[config.mk]
export PLATFORM = sky130hd
export DESIGN_NAME = status_led_ctrl
export DESIGN_NICKNAME = d
export VERILOG_FILES = /design/src/logic/status_led_pkg.sv /design/src/logic/status_led_ctrl.sv
export VERILOG_INCLUDE_DIRS = /design/src /design/src/logic
export SDC_FILE = /design/constraint.sdc
export NUM_CORES = 1
export LEC_CHECK = 0
export ABC_CLOCK_PERIOD_IN_PS = 2650
export BUFFER_PORTS_ARGS = -buffer_cell sky130_fd_sc_hd__buf_2
export CAP_MARGIN = 15
export CORE_ASPECT_RATIO = 1.2
export CORE_MARGIN = 1
export CORE_UTILIZATION = 49
export DETAILED_ROUTE_END_ITERATION = 8
export PLACE_DENSITY = 0.72
export SLEW_MARGIN = 20
export SYNTH_ARGS = -nofsm -noshare
export SYNTH_HDL_FRONTEND = slang
export SYNTH_SLANG_ARGS = --single-unit
export TNS_END_PERCENT = 5
[constraint.sdc]
create_clock -name pclk -period 2.65 [get_ports pclk]
set_input_delay 0.53 -clock pclk [delete_from_list [all_inputs] [get_ports pclk]]
set_output_delay 0.53 -clock pclk [all_outputs]
set_load 0.01 [all_outputs]
[src/logic/status_led_defs.svh]
// Constants for the camera status indicator controller
`ifndef STATUS_LED_DEFS_SVH
`define STATUS_LED_DEFS_SVH
`define CLK_MHZ 125
`define ACQ_GAP_MS 100
`define ACQ_GAP_CYC (`ACQ_GAP_MS * 1000 * `CLK_MHZ)
`define SLOW_HALF_MS 500
`define SLOW_HALF_CYC (`SLOW_HALF_MS * 1000 * `CLK_MHZ)
`define FAST_HALF_MS 100
`define FAST_HALF_CYC (`FAST_HALF_MS * 1000 * `CLK_MHZ)
`define RED_HALF_MS 250
`define RED_HALF_CYC (`RED_HALF_MS * 1000 * `CLK_MHZ)
`define PWRUP_US 10
`define PWRUP_CYC (`PWRUP_US * `CLK_MHZ)
`define REG_CTRL 12'h000
`define REG_STAT 12'h004
`define CTRL_ENABLE_RST 1'h1
`endif

[src/logic/status_led_pkg.sv]
// Types for the camera status indicator controller
package status_led_pkg;
  typedef enum logic [8:0] {
    ST_PWRUP = 9'h001,
    ST_FATAL = 9'h002,
    ST_INIT = 9'h004,
    ST_NOLINK = 9'h008,
    ST_FILE = 9'h010,
    ST_ACQ = 9'h020,
    ST_APP = 9'h040,
    ST_IPOK = 9'h080,
    ST_WAIT = 9'h100
  } led_mode_t;
endpackage

[src/logic/status_led_ctrl.sv]
// Camera status indicator: priority resolve, flash patterns, APB regs
// Operation
// - Show only highest-priority active condition
// - Acquisition outranks address assigned
// - Steady red right after power-up
// - Steady red persists only on fatal uninitialised
// - Flash red during initialisation
// - Fatal error: steady red plus flashing blue
// - Camera restarts itself after fatal error (via presetn from the camera reset path, not by this module)
// - Link down: slow blue flash
// - File transfer: fast blue flash
// - Address assigned, no application: steady blue
// - Red then flashing blue awaiting address
// - No steady blue before address assigned
// - Green toggle per frame, 100ms apart
//
// The APB slave port and the register addresses were left to the implementer.
`timescale 1ns/10ps
`default_nettype none
`include "status_led_defs.svh"
module status_led_ctrl
  import status_led_pkg::*;
#(
  parameter int unsigned ACQ_GAP = `ACQ_GAP_CYC,
  parameter int unsigned SLOW_HALF = `SLOW_HALF_CYC,
  parameter int unsigned FAST_HALF = `FAST_HALF_CYC,
  parameter int unsigned RED_HALF = `RED_HALF_CYC,
  parameter int unsigned PWRUP = `PWRUP_CYC
) (
  input wire logic pclk,
  input wire logic presetn,
  input wire logic psel,
  input wire logic penable,
  input wire logic pwrite,
  input wire logic [11:0] paddr,
  input wire logic [31:0] pwdata,
  output logic [31:0] prdata,
  output logic pready,
  output logic pslverr,
  input wire logic init_busy,
  input wire logic init_done,
  input wire logic fatal_err,
  input wire logic link_up,
  input wire logic ip_assigned,
  input wire logic file_busy,
  input wire logic app_conn,
  input wire logic acq_active,
  input wire logic frame_done,
  output logic led_red,
  output logic led_green,
  output logic led_blue
);
  typedef struct packed {
    logic [31:0] div;
    logic [31:0] red_cnt;
    logic [31:0] acq_cnt;
    logic [31:0] pwr_cnt;
    logic [31:0] slow_cnt;
    logic slow;
    logic fast;
    logic redf;
    logic green_tgl;
    logic frame_pend;
    logic enable;
    led_mode_t mode;
    logic r;
    logic g;
    logic b;
    logic [31:0] rdata;
  } state_t;

  state_t q, d;

  function automatic logic wrap(input logic [31:0] c, input int unsigned n);
    return c >= 32'(n - 1);
  endfunction

  logic live;
  logic acc, wr_ok;

  // High once the power-up red interval is over
  assign live = q.pwr_cnt >= 32'(PWRUP);

  assign acc = psel && penable;
  assign pready = 1'b1;
  assign pslverr = acc && paddr != `REG_CTRL && paddr != `REG_STAT;
  assign wr_ok = acc && pwrite && paddr == `REG_CTRL;
  assign prdata = q.rdata;
  assign led_red = q.r;
  assign led_green = q.g;
  assign led_blue = q.b;

  always_comb begin
    d = q;
    d.slow_cnt = q.slow_cnt + 32'h1;
    // Free-running dividers for the blue and red flashes
    d.div = q.div + 32'h1;
    if (wrap(q.div, FAST_HALF)) begin
      d.div = 32'h0;
      d.fast = !q.fast;
    end
    if (wrap(q.slow_cnt, SLOW_HALF)) begin
      d.slow_cnt = 32'h0;
      d.slow = !q.slow;
    end
    d.red_cnt = q.red_cnt + 32'h1;
    if (wrap(q.red_cnt, RED_HALF)) begin
      d.red_cnt = 32'h0;
      d.redf = !q.redf;
    end
    // Power-up steady red interval
    if (q.pwr_cnt < 32'(PWRUP)) begin
      d.pwr_cnt = q.pwr_cnt + 32'h1;
    end
    // Frame flashes rate limited
    if (q.acq_cnt != 32'h0) begin
      d.acq_cnt = q.acq_cnt - 32'h1;
    end
    if (frame_done && acq_active) begin
      d.frame_pend = 1'b1;
    end
    if (!acq_active) begin
      d.frame_pend = 1'b0;
      d.green_tgl = 1'b0;
    end else if ((q.frame_pend || frame_done) && q.acq_cnt == 32'h0) begin
      d.green_tgl = !q.green_tgl;
      d.frame_pend = 1'b0;
      d.acq_cnt = 32'(ACQ_GAP);
    end
    // Fixed priority resolve
    if (q.pwr_cnt < 32'(PWRUP)) begin
      d.mode = ST_PWRUP;
    end else if (fatal_err) begin
      d.mode = init_done ? ST_FATAL : ST_PWRUP;
    end else if (init_busy) begin
      d.mode = ST_INIT;
    end else if (!link_up) begin
      d.mode = ST_NOLINK;
    end else if (file_busy) begin
      d.mode = ST_FILE;
    end else if (acq_active) begin
      d.mode = ST_ACQ;
    end else if (app_conn) begin
      d.mode = ST_APP;
    end else if (ip_assigned) begin
      d.mode = ST_IPOK;
    end else begin
      d.mode = ST_WAIT;
    end
    d.r = 1'b0;
    d.g = 1'b0;
    d.b = 1'b0;
    if (q.enable) begin
      unique case (q.mode)
        ST_PWRUP: d.r = 1'b1;
        ST_FATAL: begin
          d.r = 1'b1;
          d.b = q.fast;
        end
        ST_INIT: d.r = q.redf;
        ST_NOLINK: d.b = q.slow;
        ST_FILE: d.b = q.fast;
        ST_ACQ: d.g = q.green_tgl;
        ST_APP: d.g = 1'b1;
        ST_IPOK: d.b = 1'b1;
        ST_WAIT: d.b = q.slow;
        default: d.r = 1'b1;
      endcase
    end
    if (wr_ok) begin
      d.enable = pwdata[0];
    end
    d.rdata = 32'h0;
    if (psel && !penable && !pwrite) begin
      if (paddr == `REG_CTRL) begin
        d.rdata = {31'h0, q.enable};
      end else if (paddr == `REG_STAT) begin
        d.rdata = {20'h0, q.r, q.g, q.b, q.mode};
      end
    end
  end

  always_ff @(posedge pclk or negedge presetn) begin
    if (!presetn) begin
      q <= '{
        div: 32'h0,
        red_cnt: 32'h0,
        acq_cnt: 32'h0,
        pwr_cnt: 32'h0,
        slow_cnt: 32'h0,
        slow: 1'b0,
        fast: 1'b0,
        redf: 1'b0,
        green_tgl: 1'b0,
        frame_pend: 1'b0,
        enable: `CTRL_ENABLE_RST,
        mode: ST_PWRUP,
        r: 1'b1,
        g: 1'b0,
        b: 1'b0,
        rdata: 32'h0
      };
    end else begin
      q <= d;
    end
  end

  // Restart after fatal error is done by the camera reset path

  pwrup_red_a: assert property (@(posedge pclk) disable iff (!presetn)
    q.mode == ST_PWRUP && q.enable |=> led_red && !led_blue && !led_green)
    else $error("power-up mode not steady red");
  fatal_red_a: assert property (@(posedge pclk) disable iff (!presetn)
    q.mode == ST_FATAL && q.enable |=> led_red && !led_green)
    else $error("fatal mode lost red");
  acq_over_ip_a: assert property (@(posedge pclk) disable iff (!presetn)
    q.pwr_cnt >= 32'(PWRUP) && !fatal_err && !init_busy && link_up
    && !file_busy && acq_active && ip_assigned |=> q.mode == ST_ACQ)
    else $error("acquisition did not outrank address");
  no_blue_early_a: assert property (@(posedge pclk) disable iff (!presetn)
    q.mode == ST_IPOK |-> $past(ip_assigned))
    else $error("steady blue before address");
  app_green_a: assert property (@(posedge pclk) disable iff (!presetn)
    q.mode == ST_APP && q.enable |=> led_green && !led_blue && !led_red)
    else $error("application mode not green");
  gap_a: assert property (@(posedge pclk) disable iff (!presetn)
    $changed(q.green_tgl) && acq_active |=> q.acq_cnt != 32'h0
    || ACQ_GAP <= 1)
    else $error("green toggles too close");
  init_red_a: assert property (@(posedge pclk) disable iff (!presetn)
    q.mode == ST_INIT && q.enable |=> !led_blue && !led_green)
    else $error("init mode shows other colour");
  nolink_a: assert property (@(posedge pclk) disable iff (!presetn)
    q.mode == ST_NOLINK && q.enable |=> led_blue == $past(q.slow))
    else $error("link-down not slow blue");
  file_a: assert property (@(posedge pclk) disable iff (!presetn)
    q.mode == ST_FILE && q.enable |=> led_blue == $past(q.fast))
    else $error("file transfer not fast blue");
  ip_a: assert property (@(posedge pclk) disable iff (!presetn)
    q.mode == ST_IPOK && q.enable |=> led_blue && !led_red)
    else $error("address mode not steady blue");

  // Priority resolve, one check per level except acquisition (see acq_over_ip_a)
  prio_fatal_a: assert property (@(posedge pclk) disable iff (!presetn)
    live && fatal_err && init_done |=> q.mode == ST_FATAL)
    else $error("fatal error not top priority");
  fatal_uninit_a: assert property (@(posedge pclk) disable iff (!presetn)
    live && fatal_err && !init_done |=> q.mode == ST_PWRUP)
    else $error("uninitialised fatal not steady red");
  pwrup_hold_a: assert property (@(posedge pclk) disable iff (!presetn)
    !live |=> q.mode == ST_PWRUP)
    else $error("left power-up red too early");
  init_mode_a: assert property (@(posedge pclk) disable iff (!presetn)
    live && !fatal_err && init_busy |=> q.mode == ST_INIT)
    else $error("initialisation mode not chosen");
  nolink_mode_a: assert property (@(posedge pclk) disable iff (!presetn)
    live && !fatal_err && !init_busy && !link_up |=> q.mode == ST_NOLINK)
    else $error("link-down mode not chosen");
  file_mode_a: assert property (@(posedge pclk) disable iff (!presetn)
    live && !fatal_err && !init_busy && link_up && file_busy
    |=> q.mode == ST_FILE)
    else $error("file transfer mode not chosen");
  app_mode_a: assert property (@(posedge pclk) disable iff (!presetn)
    live && !fatal_err && !init_busy && link_up && !file_busy
    && !acq_active && app_conn |=> q.mode == ST_APP)
    else $error("application mode not chosen");
  ip_mode_a: assert property (@(posedge pclk) disable iff (!presetn)
    live && !fatal_err && !init_busy && link_up && !file_busy
    && !acq_active && !app_conn && ip_assigned |=> q.mode == ST_IPOK)
    else $error("address mode not chosen");
  wait_mode_a: assert property (@(posedge pclk) disable iff (!presetn)
    live && !fatal_err && !init_busy && link_up && !file_busy
    && !acq_active && !app_conn && !ip_assigned |=> q.mode == ST_WAIT)
    else $error("waiting mode not chosen");

  // Pattern per mode
  init_flash_a: assert property (@(posedge pclk) disable iff (!presetn)
    q.mode == ST_INIT && q.enable |=> led_red == $past(q.redf))
    else $error("init red not flashing");
  fatal_flash_a: assert property (@(posedge pclk) disable iff (!presetn)
    q.mode == ST_FATAL && q.enable |=> led_blue == $past(q.fast))
    else $error("fatal blue not flashing");
  wait_flash_a: assert property (@(posedge pclk) disable iff (!presetn)
    q.mode == ST_WAIT && q.enable
    |=> led_blue == $past(q.slow) && !led_red && !led_green)
    else $error("waiting not slow blue");
  acq_flash_a: assert property (@(posedge pclk) disable iff (!presetn)
    q.mode == ST_ACQ && q.enable
    |=> led_green == $past(q.green_tgl) && !led_red && !led_blue)
    else $error("acquisition not green toggle");
  dark_off_a: assert property (@(posedge pclk) disable iff (!presetn)
    !q.enable |=> !led_red && !led_green && !led_blue)
    else $error("indicator lit while disabled");

  // Divider flashes toggle only at wrap
  fast_div_a: assert property (@(posedge pclk) disable iff (!presetn)
    $changed(q.fast) |-> q.div == 32'h0)
    else $error("fast flash off its divider");
  slow_div_a: assert property (@(posedge pclk) disable iff (!presetn)
    $changed(q.slow) |-> q.slow_cnt == 32'h0)
    else $error("slow flash off its divider");

  acq_c: cover property (@(posedge pclk) q.mode == ST_ACQ && led_green);
  fatal_c: cover property (@(posedge pclk) q.mode == ST_FATAL && led_blue);
  wait_c: cover property (@(posedge pclk) q.mode == ST_WAIT ##1 q.mode == ST_IPOK);
  init_c: cover property (@(posedge pclk) q.mode == ST_INIT && led_red);
  app_c: cover property (@(posedge pclk) q.mode == ST_APP && led_green);
endmodule
`default_nettype wire

# Word-level counts from Yosys, hierarchy flattened
# Index checks and enable logic that the tools add are counted.
dict set report word_totals {
  ff_bits 210
  in_bits 58
  wordCells 85
  output_inout_bits 37
}
dict set report op_classes {
  mux 25
  reduce_logical 23
  eq_ne 12
  n_lt_le_gt_ge 4
  add_sub_neg 5
}
# cell count
set ops {}
lappend ops {{$mux 32} 5}
lappend ops {{$add 32x1->32 const B} 4}
lappend ops {{$mux 9} 8}
lappend ops {{$mux 12} 3}
lappend ops {{$mux 33} 1}
lappend ops {{$ge 32x24->1 const B} 1}
lappend ops {{$ge 32x25->1 const B} 1}
lappend ops {{$ge 32x26->1 const B} 1}
lappend ops {{$logic_not 32->1} 1}
lappend ops {{$lt 32x11->1 const B} 1}
lappend ops {{$reduce_bool 32->1} 1}
lappend ops {{$sub 32x1->32 const B} 1}
lappend ops {{$eq 12x3->1 const B} 1}
lappend ops {{$logic_not 12->1} 1}
lappend ops {{$ne 12x3->1 const B} 1}
lappend ops {{$reduce_bool 12->1} 1}
lappend ops {{$eq 9x2->1 const B} 1}
lappend ops {{$eq 9x3->1 const B} 1}
lappend ops {{$eq 9x4->1 const B} 1}
lappend ops {{$eq 9x5->1 const B} 1}
lappend ops {{$eq 9x6->1 const B} 1}
lappend ops {{$eq 9x7->1 const B} 1}
lappend ops {{$eq 9x8->1 const B} 1}
lappend ops {{$eq 9x9->1 const B} 1}
lappend ops {{other kinds (12)} 29}

# Longest topological paths before layout
dict set report depth {
  depth_word 8
  depth_mapped 9
  depth_no_buf 7
}

# Worst setup path after synthesis
# OpenSTA, ideal clock, no wires.
dict set report synth_path {
  kind {register to register}
  from {reg q[114] in the netlist's numbering}
  to {reg q[118] in the netlist's numbering}
  n_path_buf 2
  t_required_ns 2.525
  synth_period_minus_slack_ns 2.562
  path_stages_with_launch 10
  setup_time_ns 0.125
  arrival_time_ns 2.438
  slack_ns 0.088
  path_cell_list {dfrtp_1 inv_1 ha_1 or4b_2 or4_1 buf_4 nor4_4 buf_6 nor2_1 mux2_2}
}
# item line
set synth_rtl {}
lappend synth_rtl {{start: declaration} status_led_ctrl.sv:72} ;# state_t q, d;
lappend synth_rtl {{start signal: assignment} status_led_ctrl.sv:185} ;# q <= '{

==> run metrics <==
Root Buffer clkbuf_16; placed wire-length estimate 9.89 mm; final core occ 0.569; largest net degree at the start of global routing 74; Synth cell types 57; Setup Skew 8.56 ps; PD cells 598 nW/um^2; uppermost layer routed met4; Antenna Violating Nets Remaining 0; max-cap violation count 0; Setup CP Type register to register; Residual DRC 0; first-pass GRT wire length 25.4 mm; main combinational cell family by area after synthesis simple AND/OR/NAND/NOR gates; via count 5668; vias in the first global route 5441; DRT Pass-1 Iters 4; Tot GR Track Use 0.180; Area Growth Syn to Fin 13.1%; multiplexer share of the synthesized area 0.0112; Rows 52; final hold vios 0; clock sink total 190; VDD IR max 0.000413 V; Initial Utilization 0.503; Synth Area in Adders 0.00882; Seq cells post-synth 190; Multi-input gate area 3440 um^2; Startpoint Class register; met2 wire len 7.29 mm; critical path data arrival time 2870 ps; Reg clk slew, reported paths 70 ps; shortest period the worst path allows 2570 ps; status complete, no violations; fillcell total 1425; share of post-route cells with drive strength above 1 0.148; Die Ht 146 um; Post-Synth Simple-Gate Area 0.219; fmax 389 MHz; Req. time, crit path 2950 ps; Tot Pwr 5.75 mW; Mean Syn Cell Area 10.6 um^2; top_reg_cell synth dfrtp_1; metal3 WL 422 um; Final Cycle Share 0.971; Gate Count Post-Synth 800; Rel. slew slack 0.530; TritonCTS clock tree yes; Core ar. 16900 um^2; Worst Hold Class primary input to async pin; Port-buffer cells 42; initial antenna violation count 1; FF+latch area 4760 um^2; Die Wd 122 um; Compound-Gate Fraction of Synth Area 0.0437; Synth Area in XOR/XNOR 0.101; M1 WL 6.83 mm; synthesized area 8510 um^2; GPL Wtd Cong 0.787; H-tree Lvls 4; I/O pin count 95; Die ar. 17900 um^2; Vias/cell 5.23; Final Max Slew Viols 0; Clock Latency Late Sink 430 ps; Detailed Route Iter0 Violations 306; Async SR Flop Fraction 1.00; Seq/Total Area, Yosys 0.559; Design Area, Final 9620 um^2; Clock Path Buffers 2; Final setup violation count 0; Slew @ Worst Pin 699 ps; GR Overflow Total 0; Final #Nets 918; cell area after placement 8950 um^2; Max FO, Critical Path 8; Yosys warning total 0; WL/cell 13.7 um; Lkg Pwr 4.27 nW; Crit. End Element register; Post-synth EDFFs 0; routed wire length 14.8 mm; cts bufs inserted 17
## state kept, by name, summed over array words and instances, names as in the netlist
register and cells:
led_green 1, prdata 12, led_red 1, led_blue 1, q 175
## synth_stat cells (all sizes together), types with 13 or more instances
master  instances  area, um^2
o21ai          20         100
xnor2          31         272
and3           26         163
nand3          47         235
dfrtp         187        4680
clkbuf         41         154
nor4           23         159
and2           15        93.8
nand2          38         143
or4            13         105
buf            37         283
nor3           28         140
xor2           67         587
nor2          102         383
nand4          28         175
## cells in the final DEF (no fill, tap or decap), types with 3 or more instances in the layout
cell type	Yosys	layout
o21ai_1	3	3
or4_4	2	3
nor2_1	102	102
or4_1	11	10
nor4b_1	4	3
dfrtp_1	187	187
nand3_1	47	47
xor2_1	67	67
inv_1	11	9
a21oi_1	6	6
and4_1	5	5
clkbuf_8	0	5
buf_4	34	26
mux2i_1	5	5
or3_1	10	10
o21ai_0	17	17
clkbuf_16	0	17
and2_1	15	15
nor4_1	22	22
buf_2	1	42
xnor2_1	31	31
o211ai_1	3	3
nand4_1	28	28
mux2_2	4	4
nand2_1	38	38
o31ai_1	5	5
dfstp_2	3	3
conb_1	2	42
bufinv_16	0	3
nor3_1	28	28
ha_1	6	6
a21o_1	3	3
and3_1	26	26
## logic make-up (layout without fill, tap and decap cells)
group,count (synthesis),in the layout
DFF,190,190
other,2,43
and+or+nand+nor,352,352
xor gates and xnor gates,98,98
buffers and inverters,89,116
AOI/OAI and AO/OA,54,54
adders and majority gates,6,6
muxes,9,9
## final timing paths
check	from	endpoint	slack (ps)	cells past startpoint
max	q[115]	q[133]	80	8
min	presetn	q[201]	90	1
max reg2reg	q[115]	q[133]	80	8
min reg2reg	q[110]	q[110]	380	0
max in group asynchronous	presetn	q[168]	1830	2
min in group pclk	init_busy	q[38]	290	2
## power by group
| part | switching [mW] | internal [mW] | leakage (nW) |
|---|---|---|---|
| Sequential | 0.0216 | 2.93 | 2.50 |
| Combinational | 0.0986 | 0.0394 | 1.47 |
| Clock | 1.07 | 1.59 | 0.304 |
| Total | 1.19 | 4.56 | 4.27 |
## layer usage
metal,track usage,up-vias
li1,-,2791
met5,0,-
met3,0.0395,22
met1,0.235,2778
met4,0.0720,0
met2,0.290,77
## per-stage QoR
| stage | instances | hold slack [ps] | TNS [ps] | setup slack (ps) |
|---|---|---|---|---|
| after floorplan | 840 | 234 | 0 | 87.6 |
| after global placement | 1047 | 365 | 0 | 31.7 |
| after detailed placement | 1047 | 366 | -2.88 | -2.88 |
| after CTS | 1080 | 127 | 0 | 9.01 |
| after global routing | 1083 | 156 | -7.82 | -7.82 |
| final | 1084 | 93.2 | 0 | 77.7 |
## area by class of cell
| cell class | count | share of cell area |
|---|---|---|
| Antenna cell | 1 | 0.000260 |
| Timing Repair Buffer | 73 | 0.0504 |
| Multi-Input combinational cell | 561 | 0.358 |
| Inverter | 11 | 0.00429 |
| Clock buffer | 23 | 0.0507 |
| Tap cell | 216 | 0.0281 |
| Clock inverter | 9 | 0.0139 |
| Sequential cell | 190 | 0.494 |
## worst max-delay path: stages (launching register included)
cell	delay, ps
dfrtp_1	390
inv_2	60
ha_1	130
or4b_4	440
or4_4	550
buf_8	160
o31a_1	360
a311oi_2	280
a41oi_1	70
## what timing repair did
item,CTS,global route
gates resized for setup,1,7
gates cloned,0,1
hold buffers,0,0
endpoints found under the setup margin,1,16
buffers inserted,1,2
pin swaps,0,3
Note: power is estimated with default switching activity, not from simulation.
